**src/logic/crl_pkg.sv**
```systemverilog
package crl_pkg;
  // Widths of the word, storage address and short index
  localparam int ADDR_W = 17;
  localparam int WORD_W = 30;
  localparam int DBL_W = 60;
  localparam int IDX_SHORT_W = 15;
  localparam int IDX_PER_SET = 7;
  localparam int IDX_COUNT = 14;
  localparam int HALF_W = 15;
  localparam int REG_ADR_W = 8;

  // Register byte offsets on the register bus
  localparam logic [7:0] PLC_OFS = 8'h00;
  localparam logic [7:0] BASE_OFS = 8'h04;
  localparam logic [7:0] LOWER_OFS = 8'h08;
  localparam logic [7:0] UPPER_OFS = 8'h0c;
  localparam logic [7:0] IFW_OFS = 8'h10;
  localparam logic [7:0] SSR_OFS = 8'h14;
  localparam logic [7:0] ACC_OFS = 8'h18;
  localparam logic [7:0] PART_OFS = 8'h1c;
  localparam logic [7:0] STAT_OFS = 8'h20;
  localparam logic [7:0] MASK_OFS = 8'h24;
  localparam logic [7:0] FMT_OFS = 8'h28;
  localparam logic [7:0] ADD_OFS = 8'h2c;
  localparam logic [7:0] HADD_OFS = 8'h30;
  localparam logic [7:0] IDX_OFS = 8'h40;

  // Function word field positions
  localparam int IFW_SPLIT_BIT = 0;
  localparam int IFW_LEN_BIT = 1;
  localparam int IFW_BIAS_BIT = 2;
  localparam int IFW_SET_BIT = 3;
  localparam int IFW_GUARD_BIT = 4;
  localparam int IFW_MODE_LSB = 5;

  // Status and mask bit positions
  localparam int ST_VIOL = 0;
  localparam int ST_REFUSE = 1;
  localparam int ST_UNSUP = 2;
  localparam int ST_W = 3;

  // Values after reset
  localparam logic [16:0] PLC_RST = 17'h00000;
  localparam logic [16:0] BASE_RST = 17'h00000;
  localparam logic [16:0] LOWER_RST = 17'h00000;
  localparam logic [16:0] UPPER_RST = 17'h1ffff;
  localparam logic [29:0] IFW_RST = 30'h00000000;
  localparam logic [29:0] WORD_RST = 30'h00000000;
  localparam logic [2:0] STAT_RST = 3'h0;

  // Arithmetic mode held in the function word
  typedef enum logic [1:0] {
    MODE_BIN_SINGLE, MODE_BIN_DOUBLE, MODE_DECIMAL, MODE_FLOAT
  } crl_mode_t;

  // Access request from the instruction sequencer
  typedef struct packed {
    logic valid;
    logic data;
    logic restricted;
    logic [2:0] idx;
    logic [16:0] y;
  } crl_acc_t;

  // Request towards primary storage
  typedef struct packed {
    logic req;
    logic instr;
    logic [16:0] addr;
  } crl_stor_t;
endpackage : crl_pkg

```
**src/logic/crl_core.sv**
```systemverilog
// Our own choices: the register addresses and register access over Wishbone.
module crl_core #(
  parameter int SSR_W = 4
) (
  input wire logic SYS_CLK_I, // 40 MHz clock
  input wire logic NRST_I, // Async reset, active low
  input wire logic WB_CYC_I, // Bus cycle
  input wire logic WB_STB_I, // Bus strobe
  input wire logic WB_WE_I, // Bus write
  input wire logic [crl_pkg::REG_ADR_W-1:0] WB_ADR_I, // Byte address
  input wire logic [3:0] WB_SEL_I, // Byte enables
  input wire logic [31:0] WB_DAT_I, // Write data
  output logic [31:0] WB_DAT_O, // Read data
  output logic WB_ACK_O, // Bus acknowledge
  input wire crl_pkg::crl_acc_t ACC_I, // Access request
  output crl_pkg::crl_stor_t STOR_O, // Storage request
  output logic REFUSE_O, // Access refused pulse
  output logic [SSR_W-1:0] MOD_SEL_O, // Storage module select
  output logic IRQ_O // Interrupt level
);
  import crl_pkg::*;

  ////////////////////////////////////////////////////////////////////////
  // Parameter check
  if (SSR_W < 1 || SSR_W > 30) begin : g_bad_ssr
    $error("crl_core: SSR_W must be 1 to 30");
  end

  // Byte-lane merge for bus writes
  function automatic logic [31:0] merge(input logic [31:0] old,
      input logic [31:0] dat, input logic [3:0] sel);
    logic [31:0] res;
    res = old;
    for (int i = 0; i < 4; i++) begin
      if (sel[i]) begin
        res[8*i +: 8] = dat[8*i +: 8];
      end
    end
    return res;
  endfunction : merge

  // Index value trimmed to its operating length
  function automatic logic [16:0] idx_len(input logic [16:0] v,
      input logic [2:0] n, input logic len_opt);
    if (!len_opt || n <= 3'h3) begin
      return {2'h0, v[IDX_SHORT_W-1:0]};
    end
    return v;
  endfunction : idx_len

  ////////////////////////////////////////////////////////////////////////
  // Register state
  logic [16:0] pc;
  logic [16:0] base;
  logic [16:0] lower;
  logic [16:0] upper;
  logic [29:0] ifw;
  logic [SSR_W-1:0] ssr;
  logic [29:0] acc;
  logic [29:0] part;
  logic [ST_W-1:0] status;
  logic [ST_W-1:0] mask;
  logic [16:0] idx_reg [IDX_COUNT];

  // Bus decode
  logic wb_go;
  logic wr;
  logic [7:0] a;
  logic idx_hit;
  logic [3:0] idx_n;
  assign wb_go = WB_CYC_I && WB_STB_I && !WB_ACK_O;
  assign wr = wb_go && WB_WE_I;
  assign a = {WB_ADR_I[7:2], 2'h0};
  assign idx_hit = (a >= IDX_OFS) && (a < IDX_OFS + 8'(4 * IDX_COUNT));
  assign idx_n = 4'((a - IDX_OFS) >> 2);

  // Function word fields
  logic guard;
  logic wset;
  crl_mode_t mode;
  assign guard = ifw[IFW_GUARD_BIT];
  // Guarded programs can never reach the executive set
  assign wset = guard ? 1'b1 : ifw[IFW_SET_BIT];
  assign mode = crl_mode_t'(ifw[IFW_MODE_LSB +: 2]);

  ////////////////////////////////////////////////////////////////////////
  // Effective address and protection checks
  logic [3:0] entry;
  logic [16:0] ival;
  logic [16:0] off;
  logic [16:0] bias;
  logic [16:0] eff;
  logic fault_lim;
  logic fault_res;
  logic take;
  always_comb begin
    entry = 4'h0;
    if (ACC_I.idx != 3'h0) begin
      entry = wset ? 4'(ACC_I.idx) + 4'(IDX_PER_SET - 1)
                   : 4'(ACC_I.idx) - 4'h1;
    end
    ival = idx_len(idx_reg[entry], ACC_I.idx, ifw[IFW_LEN_BIT]);
    if (!ACC_I.data) begin
      off = pc;
      bias = base;
    end else if (ACC_I.idx != 3'h0) begin
      off = 17'(ACC_I.y + ival);
      // Bias option splits the set between base and lower limit
      bias = (ifw[IFW_BIAS_BIT] && ACC_I.idx > 3'h3) ? lower : base;
    end else begin
      off = ACC_I.y;
      bias = ifw[IFW_SPLIT_BIT] ? lower : base;
    end
    eff = 17'(off + bias);
    fault_res = guard && ACC_I.restricted;
    fault_lim = guard && (eff < lower || eff > upper);
  end
  assign take = ACC_I.valid;

  // Storage request; only fetches and operands go out
  always_ff @(posedge SYS_CLK_I or negedge NRST_I) begin
    if (!NRST_I) begin
      STOR_O <= '0;
      REFUSE_O <= 1'b0;
    end else begin
      STOR_O.req <= take && !fault_res && !fault_lim;
      STOR_O.instr <= !ACC_I.data;
      STOR_O.addr <= eff;
      REFUSE_O <= take && (fault_res || fault_lim);
    end
  end

  // Program counter: bus load, else step on each accepted fetch
  always_ff @(posedge SYS_CLK_I or negedge NRST_I) begin
    if (!NRST_I) begin
      pc <= PLC_RST;
    end else if (wr && a == PLC_OFS) begin
      pc <= 17'(merge(32'(pc), WB_DAT_I, WB_SEL_I));
    end else if (take && !ACC_I.data && !fault_res && !fault_lim) begin
      pc <= 17'(pc + 17'h1);
    end
  end

  ////////////////////////////////////////////////////////////////////////
  // Relocation, limits, function word and storage select
  always_ff @(posedge SYS_CLK_I or negedge NRST_I) begin
    if (!NRST_I) begin
      base <= BASE_RST;
      lower <= LOWER_RST;
      upper <= UPPER_RST;
      ifw <= IFW_RST;
      ssr <= '0;
      mask <= '0;
    end else if (wr) begin
      unique case (a)
        BASE_OFS: base <= 17'(merge(32'(base), WB_DAT_I, WB_SEL_I));
        LOWER_OFS: lower <= 17'(merge(32'(lower), WB_DAT_I, WB_SEL_I));
        UPPER_OFS: upper <= 17'(merge(32'(upper), WB_DAT_I, WB_SEL_I));
        IFW_OFS: ifw <= 30'(merge(32'(ifw), WB_DAT_I, WB_SEL_I));
        SSR_OFS: ssr <= SSR_W'(merge(32'(ssr), WB_DAT_I, WB_SEL_I));
        MASK_OFS: mask <= ST_W'(merge(32'(mask), WB_DAT_I, WB_SEL_I));
        default: ;
      endcase
    end
  end

  // Module select follows the manual select register
  always_ff @(posedge SYS_CLK_I or negedge NRST_I) begin
    if (!NRST_I) begin
      MOD_SEL_O <= '0;
    end else begin
      MOD_SEL_O <= ssr;
    end
  end

  // Index registers, two sets of seven
  always_ff @(posedge SYS_CLK_I or negedge NRST_I) begin
    if (!NRST_I) begin
      for (int i = 0; i < IDX_COUNT; i++) begin
        idx_reg[i] <= '0;
      end
    end else if (wr && idx_hit) begin
      idx_reg[idx_n] <= 17'(merge(32'(idx_reg[idx_n]), WB_DAT_I,
                                  WB_SEL_I));
    end
  end

  ////////////////////////////////////////////////////////////////////////
  // Accumulator and partner; adds by the mode in the function word
  logic add_wr;
  logic hadd_wr;
  logic unsup;
  assign add_wr = wr && a == ADD_OFS;
  assign hadd_wr = wr && a == HADD_OFS;
  // Decimal and floating arithmetic live in another unit
  assign unsup = add_wr && (mode == MODE_DECIMAL || mode == MODE_FLOAT);
  always_ff @(posedge SYS_CLK_I or negedge NRST_I) begin
    if (!NRST_I) begin
      acc <= WORD_RST;
      part <= WORD_RST;
    end else if (wr && a == ACC_OFS) begin
      acc <= 30'(merge(32'(acc), WB_DAT_I, WB_SEL_I));
    end else if (wr && a == PART_OFS) begin
      part <= 30'(merge(32'(part), WB_DAT_I, WB_SEL_I));
    end else if (add_wr && mode == MODE_BIN_SINGLE) begin
      acc <= 30'(acc + WB_DAT_I[29:0]);
    end else if (add_wr && mode == MODE_BIN_DOUBLE) begin
      // Operand is sign-extended into the high word
      {acc, part} <= 60'({acc, part} +
          {{WORD_W{WB_DAT_I[29]}}, WB_DAT_I[29:0]});
    end else if (hadd_wr) begin
      // Halves add apart; no carry passes from bit 14 into bit 15
      acc[29:15] <= 15'(acc[29:15] + WB_DAT_I[29:15]);
      acc[14:0] <= 15'(acc[14:0] + WB_DAT_I[14:0]);
    end
  end

  // Sign view: single/double sign, lower half sign, double zero
  logic [3:0] fmt;
  assign fmt = {1'b0, ({acc, part} == '0), acc[HALF_W-1],
                acc[WORD_W-1]};

  ////////////////////////////////////////////////////////////////////////
  // Sticky status, write one to clear; a new event wins
  logic [ST_W-1:0] ev;
  logic [ST_W-1:0] clr;
  assign ev = {unsup, take && fault_res, take && fault_lim && !fault_res};
  assign clr = (wr && a == STAT_OFS) ? WB_DAT_I[ST_W-1:0] & {ST_W{WB_SEL_I[0]}}
                                     : '0;
  always_ff @(posedge SYS_CLK_I or negedge NRST_I) begin
    if (!NRST_I) begin
      status <= STAT_RST;
    end else begin
      status <= (status & ~clr) | ev;
    end
  end

  // Interrupt level from unmasked status
  always_ff @(posedge SYS_CLK_I or negedge NRST_I) begin
    if (!NRST_I) begin
      IRQ_O <= 1'b0;
    end else begin
      IRQ_O <= |(status & mask);
    end
  end

  ////////////////////////////////////////////////////////////////////////
  // Bus read mux; unmapped addresses read zero
  logic [31:0] rdata;
  always_comb begin
    rdata = 32'h0;
    if (idx_hit) begin
      rdata = 32'(idx_reg[idx_n]);
    end else begin
      unique case (a)
        PLC_OFS: rdata = 32'(pc);
        BASE_OFS: rdata = 32'(base);
        LOWER_OFS: rdata = 32'(lower);
        UPPER_OFS: rdata = 32'(upper);
        IFW_OFS: rdata = 32'(ifw);
        SSR_OFS: rdata = 32'(ssr);
        ACC_OFS: rdata = 32'(acc);
        PART_OFS: rdata = 32'(part);
        STAT_OFS: rdata = 32'(status);
        MASK_OFS: rdata = 32'(mask);
        FMT_OFS: rdata = 32'(fmt);
        default: rdata = 32'h0;
      endcase
    end
  end

  // Single-wait acknowledge; ack drops the cycle after
  always_ff @(posedge SYS_CLK_I or negedge NRST_I) begin
    if (!NRST_I) begin
      WB_ACK_O <= 1'b0;
      WB_DAT_O <= 32'h0;
    end else begin
      WB_ACK_O <= wb_go;
      if (wb_go && !WB_WE_I) begin
        WB_DAT_O <= rdata;
      end
    end
  end

  logic plain_fetch;
  assign plain_fetch = take && !ACC_I.data && !fault_res && !fault_lim;
endmodule : crl_core

```
**config.mk**
```make
export PLATFORM = sky130hd
export DESIGN_NAME = crl_core
export DESIGN_NICKNAME = d
export VERILOG_FILES = /design/src/logic/crl_pkg.sv /design/src/logic/crl_core.sv
export SDC_FILE = /design/constraint.sdc
export NUM_CORES = 2
export LEC_CHECK = 0
export BUFFER_PORTS_ARGS = -buffer_cell sky130_fd_sc_hd__buf_2
export CELL_PAD_IN_SITES_DETAIL_PLACEMENT = 0
export CELL_PAD_IN_SITES_GLOBAL_PLACEMENT = 2
export CORE_UTILIZATION = 43
export DETAILED_ROUTE_END_ITERATION = 10
export GPL_TIMING_DRIVEN = 0
export HOLD_SLACK_MARGIN = 0.1
export PLACE_DENSITY_LB_ADDON = 0.05
export RECOVER_POWER = 50
export SLEW_MARGIN = 10
export SYNTH_ARGS = -nofsm -noshare
export SYNTH_HDL_FRONTEND = slang
export SYNTH_SLANG_ARGS = --single-unit
```
**constraint.sdc**
```tcl
create_clock -name SYS_CLK_I -period 12.1 [get_ports SYS_CLK_I]
set_input_delay 0.605 -clock SYS_CLK_I [delete_from_list [all_inputs] [get_ports SYS_CLK_I]]
set_output_delay 0.605 -clock SYS_CLK_I [all_outputs]
set_load 0.05 [all_outputs]
```
==> flow_metrics.tcl <==
set metrics [dict create \
    place_inst 4628 \
    htree_levels 2 \
    synth_area_sq_um 31100 \
    die_area_sq_um 73400 \
    powerDensity_nw_per_um2 136 \
    die_x_um 271 \
    hold_viol_final 0 \
    rsz0062_at_grt "no" \
    row_count 98 \
    end_kind "flip-flop" \
    synth_fa_ha_area_share_pct 6.80 \
    cap_violations 5 \
    final_cell_mix "652 x nand2_1, 445 x dfrtp_1, 414 x o21ai_0, 258 x clkbuf_1, 212 x a21oi_1" \
    wire_per_inst_um 29.3 \
    post-route-period-util_pct 94.6 \
    seq_area_frac_synth_pct 37.2 \
    port-buffer-count 116 \
    critPathKind "reg -> reg" \
    synth_simple_gate_area_share_pct 16.5 \
    antenna_found_initial 8 \
    syn_area_per_cell_sq_um 8.75 \
    gp_congestion 0.977 \
    crit_top_cell "a21oi_1" \
    setup_viol 0 \
    start_kind "flip-flop" \
    largest_register_ffs 238 \
    grt_pass1_wl_mm 200 \
    status "finished with violations" \
    tightest_slew_ns 5.57 \
    synth_compound_area_share_pct 23.1 \
    core_area_sq_um 71500 \
    grt-ovfl-total 0 \
    cp.arrival_ns 12.01 \
    layout-drive-gt1-share_pct 10.1 \
    hold_class "in -> reg" \
    synth_seq_cells 462 \
    total_power_w 0.00474 \
    clockRootBuffer "clkbuf_16" \
    synth-xor-area-share_pct 2.70 \
    area_growth_pct 12.2 \
    max_stage_delay_ns 0.70 \
    peakVddDrop_uv 117 \
    drc 0 \
    fmax_ghz 0.0874 \
    synth_cells 3556 \
    post-dp-hpwl_mm 105 \
    clock-skew-final_ns 0.0180 \
    stdcell_count 4736 \
    cp_data_required_time_ns 12.67 \
    synth_edf_count 0 \
    drt_iter0_drc 3252 \
    synth_top_family_by_area "compound AO/OA/AOI/OAI gates" \
    dr.pass1.iters 7 \
    viasPerCell 6.48 \
    failed_checks "capacitance limit, slew limit" \
    die_height_um 271 \
    clock_sinks 462 \
    cp.buffers_inverters 6 \
    fin_crit_ns 11.44 \
    synth_ff_type "dfrtp_1" \
    insertion_delay_ns 0.65 \
    p_leak_nw 15.1 \
    initial_core_util_pct 43.5 \
    cts_tree "yes" \
    yosys_warnings 0 \
    yosysUniqueCellTypes 84 \
    clk_pin_slew_ns 0.06 \
    cts_max_path_buffers 3 \
    synth.area.mux_share_pct 9.60 \
    synthArstFlopShare_pct 100 \
    final_common_cell "nand2_1" \
    slew_violations 471 \
    grt_usage_pct 37.0 \
    critPathSlowestCell "o41ai_2" \
    top_level_ports 130 \
    finish.net_count 3976 \
    postRouteAntennaNets 0 \
    wl_mm 139 \
    vias 30700 \
    fill_cells 6997 \
    path_delay_family "compound AO/OA/AOI/OAI gates" \
    grt_max_degree 103 \
    cp_max_fo 10 \
    slew_headroom_pct -271 \
    grt_pass1_vias 29500 \
    cts-buffers-inserted 57 \
]
-- layer usage --
metal	vias to the layer above	share of wire, %	GRT usage (%)
met1	15300	40	48.0
met5	-	0.017	0
met3	378	8.2	6.57
met2	1616	46	58.4
met4	4	6.1	20.1
li1	13400	-	-
-- logic make-up (layout without fill, tap and decap cells) --
group,count (synthesis),count (layout)
other,1,4
XOR/XNOR,96,96
buffers and inverters,318,545
multiplexers,217,217
AND/OR/NAND/NOR,1155,1155
flip-flops,462,462
adder cells (fa/ha/maj),166,166
AO/OA/AOI/OAI,1141,1141
-- synth_stat cells, types with 9 or more instances --
library cell | count | share of area [%]
a211oi_1 | 65 | 1.6
a21o_1 | 58 | 1.4
a21oi_1 | 212 | 3.4
a221oi_1 | 24 | 0.68
a222oi_1 | 18 | 0.58
a22o_1 | 16 | 0.45
a22oi_1 | 59 | 1.4
a311oi_1 | 37 | 1.0
a31oi_1 | 53 | 1.1
a41oi_1 | 18 | 0.51
and2_1 | 61 | 1.2
and3_1 | 30 | 0.60
buf_1 | 19 | 0.23
buf_2 | 17 | 0.27
clkbuf_1 | 188 | 2.3
dfrtp_1 | 445 | 36
dfstp_2 | 17 | 1.4
ha_1 | 161 | 6.5
inv_1 | 89 | 1.1
mux2_2 | 111 | 4.0
mux2i_1 | 52 | 1.7
mux4_2 | 54 | 3.9
nand2_1 | 652 | 7.9
nand2b_1 | 20 | 0.40
nand3_1 | 64 | 1.0
nand4_1 | 28 | 0.56
nor2_1 | 145 | 1.7
nor2b_1 | 29 | 0.58
nor3_1 | 48 | 0.77
nor4_1 | 28 | 0.56
o211ai_1 | 21 | 0.51
o21a_1 | 22 | 0.53
o21ai_0 | 414 | 6.7
o21bai_1 | 18 | 0.43
o22ai_1 | 22 | 0.44
o31ai_1 | 13 | 0.31
or2_2 | 9 | 0.18
or3_1 | 15 | 0.30
xnor2_1 | 52 | 1.5
xor2_1 | 44 | 1.2
-- cell type report --
type / count / area, sq um / share of cell area [%]
repair buffers: 122 / 543 / 1.56
plain buffers: 229 / 900 / 2.58
clock buffers: 80 / 1630 / 4.68
inverters: 89 / 334 / 0.957
multi-input cells: 2777 / 18300 / 52.5
flip-flops and latches: 462 / 11600 / 33.2
clock inverters: 25 / 402 / 1.15
diodes: 2 / 5.00 / 0.0143
well taps: 950 / 1190 / 3.41
-- power breakdown --
group	internal (W)	switching (W)	total [W]
logic	0.000352	0.000766	0.00112
registers	0.00162	0.000109	0.00173
clock network	0.00113	0.000754	0.00189
total	0.00311	0.00163	0.00474
-- worst reg2reg max path: cells and delay by family (launching register included) --
family          cells  cell delay [ns]
compound gates     21             6.32
buf+inv             6             2.36
fa+ha+maj           4             1.38
simple gates        6             0.79
flops               1             0.38
xor+xnor            1             0.14
-- worst paths after layout --
path	cells after the start	start	endpoint	slack, ns
worst max-delay path	38	ifw[4]	pc[4]	0.66
max in group asynchronous	4	NRST_I	idx_reg[198]	1.93
worst min register to register	2	WB_DAT_O[28]	WB_DAT_O[28]	0.49
worst min-delay path	3	ACC_I[22]	STOR_O[18]	0.25
worst max register to register	38	ifw[4]	pc[4]	0.66
min in group asynchronous	2	NRST_I	lower[10]	1.93
-- stage by stage --
step | util (%) | setup slack [ns] | area [sq um] | hold slack [ns] | TNS (ns)
after detailed placement | 46.2 | -0.228 | 33000 | 0.471 | -2.41
after global placement | 46.0 | -0.131 | 32900 | 0.461 | -1.15
after CTS | 49.0 | 0.401 | 35100 | 0.246 | 0
final | 48.8 | 0.659 | 34900 | 0.254 | 0
after global routing | 48.8 | 0.108 | 34900 | 0.267 | 0
after floorplan | - | 4.07 | 31100 | 0.309 | 0
-- what timing repair did --
item / in CTS / in global routing
endpoints found under the setup margin: 0 / 16
hold buffers: 1 / 0
endpoints found under the hold margin: 58 / 0
gates resized for setup: 0 / 6
setup buffers: 0 / 0
Note: power is estimated with default switching activity, not from simulation.
